$ cat src/fix_note_placeholder.sv
`timescale 1ns/1ps
`default_nettype none
`default_nettype wire

$ cat src/strap_pkg.sv
package strap_pkg;

  // ----------------------------------------
  // Timing
  // ----------------------------------------
  localparam int CLK_HZ = 40_000_000;
  localparam int STUCK_TIMEOUT_S = 5;
  localparam int STUCK_TIMEOUT_CYCLES = STUCK_TIMEOUT_S * CLK_HZ;
  localparam int SETTLE_CYCLES = 3;
  localparam int DEBOUNCE_CYCLES = 4;
  localparam int PORT_IDLE_CYCLES = 1024;

  // ----------------------------------------
  // Strap field positions
  // ----------------------------------------
  localparam int STRAP_W = 16;
  localparam int BIT_DEBOUNCE = 0;
  localparam int HOST_IF_LSB = 1;
  localparam int DEV_ID_LSB = 4;
  localparam int BIT_EEPROM_SKIP = 7;
  localparam int BIT_HOTSWAP = 9;
  localparam int BIT_POWER_SAVE = 11;
  localparam int BIT_TIMEOUT = 12;

  // ----------------------------------------
  // Shared data and address pin positions
  // ----------------------------------------
  localparam int DATA_W = 16;
  localparam int MII_TXD_LSB = 0;
  localparam int MII_TXCLK_PIN = 4;
  localparam int MII_TXEN_PIN = 5;
  localparam int MII_RXD_LSB = 8;
  localparam int MII_RXCLK_PIN = 12;
  localparam int MII_RXDV_PIN = 13;
  localparam int SDA_PIN = 0;
  localparam int SCL_PIN = 1;

  typedef enum logic [2:0] {
    HOST_PAR16 = 3'h0,
    HOST_PAR8 = 3'h1,
    HOST_SER_MII = 3'h2,
    HOST_SER = 3'h3,
    HOST_UNMANAGED = 3'h7
  } host_if_t;

  typedef struct packed {
    logic timeout_en;
    logic power_save_en;
    logic hotswap_en;
    logic eeprom_skip;
    logic [2:0] dev_id;
    logic [2:0] host_if;
    logic debounce_en;
  } strap_cfg_t;

  typedef struct packed {
    logic [7:0] fast;
    logic uplink_txen;
    logic uplink_txer;
  } module_type_t;

  typedef struct packed {
    logic [15:0] strap;
    logic [7:0] fast_txen;
    logic uplink_txen;
    logic uplink_txer;
    logic [2:0] addr;
    logic we_n;
    logic rd_n;
    logic cs_n;
    logic [15:0] data;
  } pin_in_t;

endpackage

$ cat src/stuck_timeout_monitor.sv
`timescale 1ns/1ps
`default_nettype none
module stuck_timeout_monitor #(
  parameter int NUM_SM = 4,
  parameter int CYCLES = strap_pkg::STUCK_TIMEOUT_CYCLES
) (
  input wire logic clk,
  input wire logic resetn,
  input wire logic clk_en,
  input wire logic enable,
  input wire logic [NUM_SM-1:0] sm_busy,
  output logic timeout
);

  localparam int CW = $clog2(CYCLES + 1);

  logic [CW-1:0] busy_cnt [NUM_SM];
  logic fire;

  // ----------------------------------------
  // Per machine busy counters
  // ----------------------------------------
  always_comb begin
    fire = 1'b0;
    for (int i = 0; i < NUM_SM; i++) begin
      if (enable && sm_busy[i] && busy_cnt[i] == CW'(CYCLES)) begin
        fire = 1'b1;
      end
    end
  end

  // Cleared on fire, so a machine parked busy fires once per count
  always_ff @(posedge clk or negedge resetn) begin
    if (!resetn) begin
      for (int i = 0; i < NUM_SM; i++) begin
        busy_cnt[i] <= '0;
      end
    end else if (clk_en) begin
      for (int i = 0; i < NUM_SM; i++) begin
        if (!enable || !sm_busy[i] || fire) begin
          busy_cnt[i] <= '0;
        end else if (busy_cnt[i] != CW'(CYCLES)) begin
          busy_cnt[i] <= busy_cnt[i] + CW'(1);
        end
      end
    end
  end

  always_ff @(posedge clk or negedge resetn) begin
    if (!resetn) begin
      timeout <= 1'b0;
    end else if (clk_en) begin
      timeout <= fire;
    end
  end
endmodule
`default_nettype wire

$ cat src/mgmt_strap_decode_pinmux.sv
//
// Contract
// - Capture strap bus and transmit-enable straps at reset, hold as config.
// - Strap bits 3..1 choose one of five host interfaces.
// - Code 000: 16-bit parallel port, three address, strobes, 16 data.
// - Code 001: 8-bit parallel port on data 0-7; 8-15 unused.
// - Code 010: serial plus MII; parallel address pins unused.
// - Serial-MII: tx data 0-3, tx clock 4, tx valid 5, rx 8-13.
// - Code 011: serial only; parallel data pins unused.
// - Only code 111 turns address 0 into SDA, address 1 into SCL.
// - Serial strobe debounced when strap bit 0 high, bypassed when low.
// - Serial device ID from strap bits 6..4; answer only that ID.
// - Unmanaged with strap bit 7 low: request EEPROM load after reset.
// - EEPROM strap ignored outside unmanaged serial mode.
// - Hotswap strap bit 9: report module types from transmit straps.
// - Power saving strap bit 11: idle ports sleep, wake on activity.
// - Strap bit 12: flag machines non-idle for over five seconds.
// - Unmanaged switches right after reset; others wait for init done.
`timescale 1ns/1ps
`default_nettype none
module mgmt_strap_decode_pinmux #(
  parameter int NUM_PORTS = 9,
  parameter int NUM_SM = 4,
  parameter int STUCK_CYCLES = strap_pkg::STUCK_TIMEOUT_CYCLES,
  parameter int IDLE_CYCLES = strap_pkg::PORT_IDLE_CYCLES
) (
  input wire logic clk,
  input wire logic resetn,
  input wire logic clk_en,
  input wire logic [15:0] bootstrap_strap_bus,
  input wire logic [7:0] fast_port_tx_enable_straps,
  input wire logic uplink_tx_enable_strap,
  input wire logic uplink_tx_error_strap,
  input wire logic [2:0] addr_pin_in,
  output logic [1:0] addr_pin_out,
  output logic [1:0] addr_pin_oe,
  input wire logic we_pin_in,
  input wire logic rd_pin_in,
  output logic rd_pin_out,
  output logic rd_pin_oe,
  input wire logic cs_pin_in,
  input wire logic [15:0] data_pin_in,
  output logic [15:0] data_pin_out,
  output logic [15:0] data_pin_oe,
  output logic host_int_n,
  input wire logic core_irq,
  input wire logic [15:0] core_rdata,
  output logic [2:0] host_addr,
  output logic host_wr,
  output logic host_rd,
  output logic [15:0] host_wdata,
  output logic serial_strobe,
  output logic serial_data_in,
  input wire logic serial_data_out,
  input wire logic [2:0] serial_frame_id,
  input wire logic serial_frame_id_valid,
  output logic serial_id_hit,
  input wire logic [3:0] mgmt_tx_data,
  input wire logic mgmt_tx_valid,
  output logic [3:0] mgmt_rx_data,
  output logic mgmt_port_rx_valid,
  output logic mgmt_port_tx_clock,
  input wire logic i2c_sda_low,
  input wire logic i2c_scl,
  output logic i2c_sda_in,
  output logic eeprom_load_req,
  output strap_pkg::strap_cfg_t cfg,
  output strap_pkg::module_type_t module_type,
  output logic cfg_valid,
  input wire logic init_complete,
  output logic switching_enable,
  input wire logic [NUM_PORTS-1:0] port_activity,
  output logic [NUM_PORTS-1:0] port_power_save,
  input wire logic [NUM_SM-1:0] sm_busy,
  output logic device_reset_req
);

  localparam int DBW = $clog2(strap_pkg::DEBOUNCE_CYCLES + 1);
  localparam int IW = $clog2(IDLE_CYCLES + 1);

  typedef enum logic [2:0] {
    ST_SETTLE = 3'b001,
    ST_CAPTURE = 3'b010,
    ST_RUN = 3'b100
  } state_t;

  function automatic logic is_serial(input logic [2:0] mode);
    return mode != strap_pkg::HOST_PAR16 && mode != strap_pkg::HOST_PAR8;
  endfunction

  function automatic strap_pkg::strap_cfg_t decode(input logic [15:0] s);
    strap_pkg::strap_cfg_t c;
    c.debounce_en = s[strap_pkg::BIT_DEBOUNCE];
    c.host_if = s[strap_pkg::HOST_IF_LSB +: 3];
    c.dev_id = s[strap_pkg::DEV_ID_LSB +: 3];
    c.eeprom_skip = s[strap_pkg::BIT_EEPROM_SKIP];
    c.hotswap_en = s[strap_pkg::BIT_HOTSWAP];
    c.power_save_en = s[strap_pkg::BIT_POWER_SAVE];
    c.timeout_en = s[strap_pkg::BIT_TIMEOUT];
    return c;
  endfunction

  strap_pkg::pin_in_t pin_meta, pin_sync;
  state_t state;
  logic [1:0] settle_cnt;
  logic stuck_timeout, serial_mode, unmanaged, par_rd;
  logic [DBW-1:0] db_cnt;
  logic [IW-1:0] idle_cnt [NUM_PORTS];

  assign serial_mode = is_serial(cfg.host_if);
  assign unmanaged = cfg.host_if == strap_pkg::HOST_UNMANAGED;
  assign par_rd = !pin_sync.rd_n && !pin_sync.cs_n;

  // ----------------------------------------
  // Pin synchronisers
  // ----------------------------------------
  always_ff @(posedge clk or negedge resetn) begin
    if (!resetn) begin
      pin_meta <= '0;
      pin_sync <= '0;
    end else if (clk_en) begin
      pin_meta <= {bootstrap_strap_bus, fast_port_tx_enable_straps,
                   uplink_tx_enable_strap, uplink_tx_error_strap,
                   addr_pin_in, we_pin_in, rd_pin_in, cs_pin_in,
                   data_pin_in};
      pin_sync <= pin_meta;
    end
  end

  // ----------------------------------------
  // Strap capture sequence
  // ----------------------------------------
  // Settle lets the synchroniser fill before straps are trusted
  always_ff @(posedge clk or negedge resetn) begin
    if (!resetn) begin
      state <= ST_SETTLE;
      settle_cnt <= '0;
      cfg <= '0;
      module_type <= '0;
      cfg_valid <= 1'b0;
      eeprom_load_req <= 1'b0;
      device_reset_req <= 1'b0;
    end else if (clk_en) begin
      eeprom_load_req <= 1'b0;
      device_reset_req <= stuck_timeout;
      if (stuck_timeout) begin
        state <= ST_SETTLE;
        settle_cnt <= '0;
        cfg_valid <= 1'b0;
      end else begin
        unique case (state)
          ST_SETTLE: begin
            settle_cnt <= settle_cnt + 2'd1;
            if (settle_cnt == 2'(strap_pkg::SETTLE_CYCLES - 1)) begin
              state <= ST_CAPTURE;
            end
          end
          ST_CAPTURE: begin
            cfg <= decode(pin_sync.strap);
            if (pin_sync.strap[strap_pkg::BIT_HOTSWAP]) begin
              module_type <= {pin_sync.fast_txen, pin_sync.uplink_txen,
                              pin_sync.uplink_txer};
            end else begin
              module_type <= '0;
            end
            cfg_valid <= 1'b1;
            state <= ST_RUN;
          end
          ST_RUN: begin
            eeprom_load_req <= !cfg_valid; // unused path kept low
          end
        endcase
        if (state == ST_RUN && cfg_valid && settle_cnt != '0) begin
          settle_cnt <= '0;
          eeprom_load_req <= unmanaged && !cfg.eeprom_skip;
        end
      end
    end
  end

  // ----------------------------------------
  // Switching start
  // ----------------------------------------
  always_ff @(posedge clk or negedge resetn) begin
    if (!resetn) begin
      switching_enable <= 1'b0;
    end else if (clk_en) begin
      if (stuck_timeout || !cfg_valid) begin
        switching_enable <= 1'b0;
      end else if (unmanaged || init_complete) begin
        switching_enable <= 1'b1;
      end
    end
  end

  // ----------------------------------------
  // Host interrupt and parallel port
  // ----------------------------------------
  always_ff @(posedge clk or negedge resetn) begin
    if (!resetn) begin
      host_int_n <= 1'b1;
      host_addr <= '0;
      host_wr <= 1'b0;
      host_rd <= 1'b0;
      host_wdata <= '0;
    end else if (clk_en) begin
      host_int_n <= !core_irq;
      host_addr <= serial_mode ? 3'h0 : pin_sync.addr;
      host_wr <= cfg_valid && !serial_mode && !pin_sync.we_n
                 && !pin_sync.cs_n;
      host_rd <= cfg_valid && !serial_mode && par_rd;
      if (cfg.host_if == strap_pkg::HOST_PAR8) begin
        host_wdata <= {8'h00, pin_sync.data[7:0]};
      end else if (!serial_mode) begin
        host_wdata <= pin_sync.data;
      end
    end
  end

  // ----------------------------------------
  // Shared data pins
  // ----------------------------------------
  // Pin 4 clock is a divide by two of clk; data moves on its low edge
  always_ff @(posedge clk or negedge resetn) begin
    if (!resetn) begin
      data_pin_out <= '0;
      data_pin_oe <= '0;
      mgmt_port_tx_clock <= 1'b0;
      mgmt_rx_data <= '0;
      mgmt_port_rx_valid <= 1'b0;
    end else if (clk_en) begin
      data_pin_oe <= '0;
      mgmt_port_tx_clock <= 1'b0;
      mgmt_rx_data <= '0;
      mgmt_port_rx_valid <= 1'b0;
      if (cfg_valid) begin
        unique case (cfg.host_if)
          strap_pkg::HOST_PAR16: begin
            data_pin_out <= core_rdata;
            data_pin_oe <= {16{par_rd}};
          end
          strap_pkg::HOST_PAR8: begin
            data_pin_out <= {8'h00, core_rdata[7:0]};
            data_pin_oe <= {8'h00, {8{par_rd}}};
          end
          strap_pkg::HOST_SER_MII: begin
            mgmt_port_tx_clock <= !mgmt_port_tx_clock;
            if (mgmt_port_tx_clock) begin
              data_pin_out[strap_pkg::MII_TXD_LSB +: 4] <= mgmt_tx_data;
              data_pin_out[strap_pkg::MII_TXEN_PIN] <= mgmt_tx_valid;
            end
            data_pin_out[strap_pkg::MII_TXCLK_PIN] <= !mgmt_port_tx_clock;
            data_pin_out[strap_pkg::MII_RXCLK_PIN] <= !mgmt_port_tx_clock;
            data_pin_oe[strap_pkg::MII_TXD_LSB +: 4] <= 4'hF;
            data_pin_oe[strap_pkg::MII_TXCLK_PIN] <= 1'b1;
            data_pin_oe[strap_pkg::MII_TXEN_PIN] <= 1'b1;
            data_pin_oe[strap_pkg::MII_RXCLK_PIN] <= 1'b1;
            mgmt_rx_data <= pin_sync.data[strap_pkg::MII_RXD_LSB +: 4];
            mgmt_port_rx_valid <= pin_sync.data[strap_pkg::MII_RXDV_PIN];
          end
          default: begin
            data_pin_oe <= '0;
          end
        endcase
      end
    end
  end

  // ----------------------------------------
  // Serial pins, device ID, I2C
  // ----------------------------------------
  always_ff @(posedge clk or negedge resetn) begin
    if (!resetn) begin
      rd_pin_out <= 1'b0;
      rd_pin_oe <= 1'b0;
      serial_data_in <= 1'b0;
      serial_id_hit <= 1'b0;
      addr_pin_out <= '0;
      addr_pin_oe <= '0;
      i2c_sda_in <= 1'b1;
    end else if (clk_en) begin
      rd_pin_out <= serial_data_out;
      rd_pin_oe <= cfg_valid && serial_mode;
      serial_data_in <= serial_mode && !pin_sync.cs_n ? 1'b0
                        : serial_mode && pin_sync.cs_n;
      serial_id_hit <= cfg_valid && serial_mode && serial_frame_id_valid
                       && serial_frame_id == cfg.dev_id;
      addr_pin_out <= {i2c_scl, 1'b0};
      addr_pin_oe[strap_pkg::SDA_PIN] <= cfg_valid && unmanaged
                                         && i2c_sda_low;
      addr_pin_oe[strap_pkg::SCL_PIN] <= cfg_valid && unmanaged;
      i2c_sda_in <= unmanaged ? pin_sync.addr[strap_pkg::SDA_PIN] : 1'b1;
    end
  end

  // ----------------------------------------
  // Strobe debounce
  // ----------------------------------------
  // Costs DEBOUNCE_CYCLES of strobe latency in return for glitch immunity
  always_ff @(posedge clk or negedge resetn) begin
    if (!resetn) begin
      serial_strobe <= 1'b0;
      db_cnt <= '0;
    end else if (clk_en) begin
      if (!serial_mode || !cfg_valid) begin
        serial_strobe <= 1'b0;
        db_cnt <= '0;
      end else if (!cfg.debounce_en) begin
        serial_strobe <= pin_sync.we_n;
      end else if (pin_sync.we_n == serial_strobe) begin
        db_cnt <= '0;
      end else if (db_cnt == DBW'(strap_pkg::DEBOUNCE_CYCLES - 1)) begin
        serial_strobe <= pin_sync.we_n;
        db_cnt <= '0;
      end else begin
        db_cnt <= db_cnt + DBW'(1);
      end
    end
  end

  // ----------------------------------------
  // Port power saving
  // ----------------------------------------
  always_ff @(posedge clk or negedge resetn) begin
    if (!resetn) begin
      port_power_save <= '0;
      for (int p = 0; p < NUM_PORTS; p++) begin
        idle_cnt[p] <= '0;
      end
    end else if (clk_en) begin
      for (int p = 0; p < NUM_PORTS; p++) begin
        if (!cfg.power_save_en || port_activity[p]) begin
          idle_cnt[p] <= '0;
          port_power_save[p] <= 1'b0;
        end else if (idle_cnt[p] == IW'(IDLE_CYCLES - 1)) begin
          port_power_save[p] <= 1'b1;
        end else begin
          idle_cnt[p] <= idle_cnt[p] + IW'(1);
        end
      end
    end
  end

  stuck_timeout_monitor #(
    .NUM_SM(NUM_SM),
    .CYCLES(STUCK_CYCLES)
  ) u_monitor (
    .clk(clk),
    .resetn(resetn),
    .clk_en(clk_en),
    .enable(cfg_valid && cfg.timeout_en),
    .sm_busy(sm_busy),
    .timeout(stuck_timeout)
  );
endmodule
`default_nettype wire

$ cat config.mk
export PLATFORM = sky130hd
export DESIGN_NAME = mgmt_strap_decode_pinmux
export DESIGN_NICKNAME = d
export VERILOG_FILES = /design/src/fix_note_placeholder.sv /design/src/strap_pkg.sv /design/src/stuck_timeout_monitor.sv /design/src/mgmt_strap_decode_pinmux.sv
export SDC_FILE = /design/constraint.sdc
export NUM_CORES = 1
export LEC_CHECK = 0
export ABC_AREA = 1
export BUFFER_PORTS_ARGS = -buffer_cell sky130_fd_sc_hd__buf_2
export CAP_MARGIN = 20
export CORE_MARGIN = 2
export CORE_UTILIZATION = 40
export CTS_CLUSTER_SIZE = 10
export DETAILED_ROUTE_END_ITERATION = 10
export SLEW_MARGIN = 20
export SYNTH_ARGS = -nofsm -noshare
export SYNTH_HDL_FRONTEND = slang
export SYNTH_SLANG_ARGS = --single-unit
export TNS_END_PERCENT = 10
$ cat constraint.sdc
create_clock -name clk -period 2.7 [get_ports clk]
set_input_delay 0.675 -clock clk [delete_from_list [all_inputs] [get_ports clk]]
set_output_delay 0.675 -clock clk [all_outputs]
set_load 0.02 [all_outputs]
==> reports/qor.csv <==
stage,metric,value,unit
outcome,outcome,"finished, final reports clean",
synthesis,synthesis-stage register bit count,398,
grt,largest net degree at the start of global routing,117,
critical_path,Crit Path Category,register to register,
synthesis,Yosys top cell area share,49.5,%
detailed_routing,Residual DRC,0,
critical_path,R2R cell count,11,
synthesis,"FFs w/ async S/R, synth",100,%
synthesis,post-synthesis net count,2651,
critical_path,Critical Path Sink,u_monitor.busy_cnt[28],
synthesis,Commonest cells post-synth,"nand2_1, dfrtp_1, inv_1",
floorplan,Die H,227,µm
detailed_routing,Iter 0 DRT Violations,994,
floorplan,Initial Util,40.7,%
sta,Max Freq,0.459,GHz
synthesis,"count leader, synth",nand2_1,
synthesis,Post-synth EDFFs,0,
critical_path,critical path's slowest cell,dfrtp_1,
synthesis,biggest area consumer among synthesized cells,dfrtp_1,
detailed_routing,drt total wl,47400,µm
critical_path,Crit. Startpoint,u_monitor.busy_cnt[0],
pwr,P per Cell Area,680,nW/µm²
sta,RSZ-0062 raised after global routing,false,
sta,"Slew Viols, Final",0,
floorplan,Die X,227,µm
synthesis,synthesized area per cell,7.87,µm²
critical_path,largest fanout on the critical path,27,
sta,setup violators final,0,
clock_tree,H-tree Lvls,2,
critical_path,CP max stage delay,390,ps
synthesis,mux contribution to synthesized area,0,%
critical_path,Worst setup EP type,register,
grt,first-pass GRT wire length,80200,µm
floorplan,io pins,198,
synthesis,Synth Flop Type,dfrtp_1,
clock_tree,post-CTS setup buffer count,0,
critical_path,CP Depth,11,
synthesis,register area share after synthesis,49.9,%
place,GPL Wtd Cong,0.857,
run,max-cap viol count,0,
synthesis,largest family of logic cells by synthesized area,simple AND/OR/NAND/NOR gates,
critical_path,CP top delay family,simple AND/OR/NAND/NOR gates,
clock_tree,clock root cell,clkbuf_16,
floorplan,die area,51700,µm²
finish,Area Growth Syn to Fin,15.0,%
clock_tree,clock sinks,398,
floorplan,Rows,81,
clock_tree,worst-skew pair later-pin latency,590,ps
detailed_routing,vias,16900,
critical_path,Critical Path Start Type,register,
clock_tree,cts bufs inserted,46,
synthesis,Yosys warnings,0,
place,port buffer count,191,
synthesis,cell count after synthesis,2537,
critical_path,data required time of the worst path,3200,ps
detailed_routing,Vias/cell,4.97,
sta,Setup Skew,19.8,ps
finish,final core occ,46.8,%
clock_tree,Worst-path clk slew,60,ps
min_path,Hold Path Cell Cnt,2,
pwr,Pwr Total,15.6,mW
grt,vias in the first global route,16300,
critical_path,reg2reg setup slack,520,ps
critical_path,"Critical Path, Cell by Cell","inv_1, ha_1, nand2_1, nor2_1, nand2_1, nor2_1, nand2_1, nand3_1, nor2_4, nand2_2, o21ai_0",
finish,final cell count without fillers,3400,
synthesis,Synth Area in Adders,1.25,%
sta,post-layout min period,2180,ps
pwr,static leakage,10.8,nW
critical_path,reg2reg start,u_monitor.busy_cnt[0],
min_path,Hold WC Path Type,input pin to register,
place,placed cells,3329,
sta,Final period util,80.7,%
finish,layout cell share with drive strength beyond 1,11.4,%
place,HPWL after DPL,32400,µm
grt,GR Overflow Total,0,
synthesis,Netlist cell types,40,
finish,final net count,2828,
sta,worst slew pin tran,642,ps
clock_tree,Clock Path Buffers,3,
pwr,Max VDD drop,476,µV
synthesis,synthesized cell area,20000,µm²
clock_tree,CTS tree,done,
detailed_routing,post-route ant nets,0,
floorplan,Core Footprint,49100,µm²
sta,setup TNS,0,ps
sta,Slew HR,57.2,%
critical_path,crit path buf inv count,1,
critical_path,Crit path arrival time,2670,ps
detailed_routing,first-pass detailed-route iteration total,5,
critical_path,most frequent CP cell,nand2_1,
grt,antenna violations before repair,3,
critical_path,Worst R2R End,u_monitor.busy_cnt[28],
synthesis,post-synthesis compound-gate area fraction,9.37,%
sta,final hold vios,0,
synthesis,simple-gate share of the synthesized area,27.4,%
detailed_routing,DR WL/cell,13.9,µm
grt,All-Layer GR Usage,18.8,%
synthesis,XOR/XNOR Fraction of Synth Area,4.21,%
synthesis,Area contributors post-synth,"dfrtp_1, nand2_1, inv_1",
==> area by class of cell <==
| class | count | area [µm²] |
|---|---|---|
| antenna | 1 | 2.50 |
| sequential | 398 | 9960 |
| tap | 664 | 831 |
| inverter | 294 | 1110 |
| multi-input combinational | 1751 | 8440 |
| fill | 4879 | 26100 |
| timing repair buffer | 223 | 1310 |
| clock buffer | 65 | 1240 |
| clock inverter | 4 | 61.3 |
==> where the power goes <==
part / switching (mW) / internal (mW) / leakage [nW] / total, mW
Clock: 2.46 / 3.18 / 0.632 / 5.64
Combinational: 2.10 / 0.849 / 4.90 / 2.95
Sequential: 0.424 / 6.59 / 5.31 / 7.02
==> timing repair <==
action | in CTS | in global routing
resized for setup | 0 | 0
hold buffers | 1 | 0
hold endpoints to repair | 38 | 0
==> cells in the final DEF (no fill, tap or decap), types with 12 or more instances in the layout <==
cell	n
a21oi_1	117
buf_2	189
buf_4	24
clkbuf_1	17
clkbuf_16	46
dfrtp_1	395
ha_1	20
inv_1	286
nand2_1	727
nand3_1	150
nand3b_1	26
nand4_1	85
nor2_1	189
nor3_1	50
nor4_1	14
o21ai_0	207
or2_2	12
xnor2_1	16
xor2_1	80
==> state kept, by name (all words and copies together), names as in the netlist, 2 cells and up <==
signal / count
addr_pin_oe: 2
data_pin_oe: 5
settle_cnt: 2
host_addr: 3
state: 3
port_power_save: 9
data_pin_out: 16
pin_meta: 43
cfg: 11
db_cnt: 3
pin_sync: 43
host_wdata: 16
mgmt_rx_data: 4
module_type: 10
idle_cnt: 99
u_monitor.busy_cnt: 112
==> worst reg2reg max path, cell delays in order, from the launching register on <==
cell and delay (ps):
dfrtp_1 390, inv_1 80, ha_1 230, nand2_1 70, nor2_1 40, nand2_1 60
nor2_1 60, nand2_1 80, nand3_1 120, nor2_4 260, nand2_2 390, o21ai_0 310
==> routing by layer <==
metal | global-route usage, % | part of all wire [%] | up-vias | routed length (µm)
met2 | 30.5 | 46 | 289 | 22000
met5 | 0 | 0.044 | - | 21
met1 | 25.5 | 47 | 7999 | 22100
met3 | 3.50 | 4.7 | 77 | 2210
li1 | - | - | 8522 | -
met4 | 5.71 | 2.2 | 4 | 1060
==> worst min path at each step <==
stage / start / endpoint / slack (ps)
finish: core_irq / host_int_n / 270
global route: core_irq / host_int_n / 250
CTS: core_irq / host_int_n / 240
detailed placement: addr_pin_out[1] / addr_pin_out[1] / 460
global placement: data_pin_out[6] / data_pin_out[6] / 450
floorplan: resetn / addr_pin_oe[0] / 380
==> through the flow <==
stage	instance area, µm²	worst slack, ps	hold WS (ps)
final	23000	521	270
after global routing	22900	324	248
after CTS	22900	518	238
after detailed placement	21600	369	458
after global placement	21600	376	451
after floorplan	20000	832	379
==> cells by family (layout without fill, tap and decap cells) <==
family / count (synthesis) / in the layout
simple gates: 1274 / 1274
flops: 398 / 398
buf+inv: 388 / 586
compound gates: 360 / 360
xor+xnor: 96 / 96
fa+ha+maj: 20 / 20
other cells: 1 / 2
Note: power is estimated with default switching activity, not from simulation.
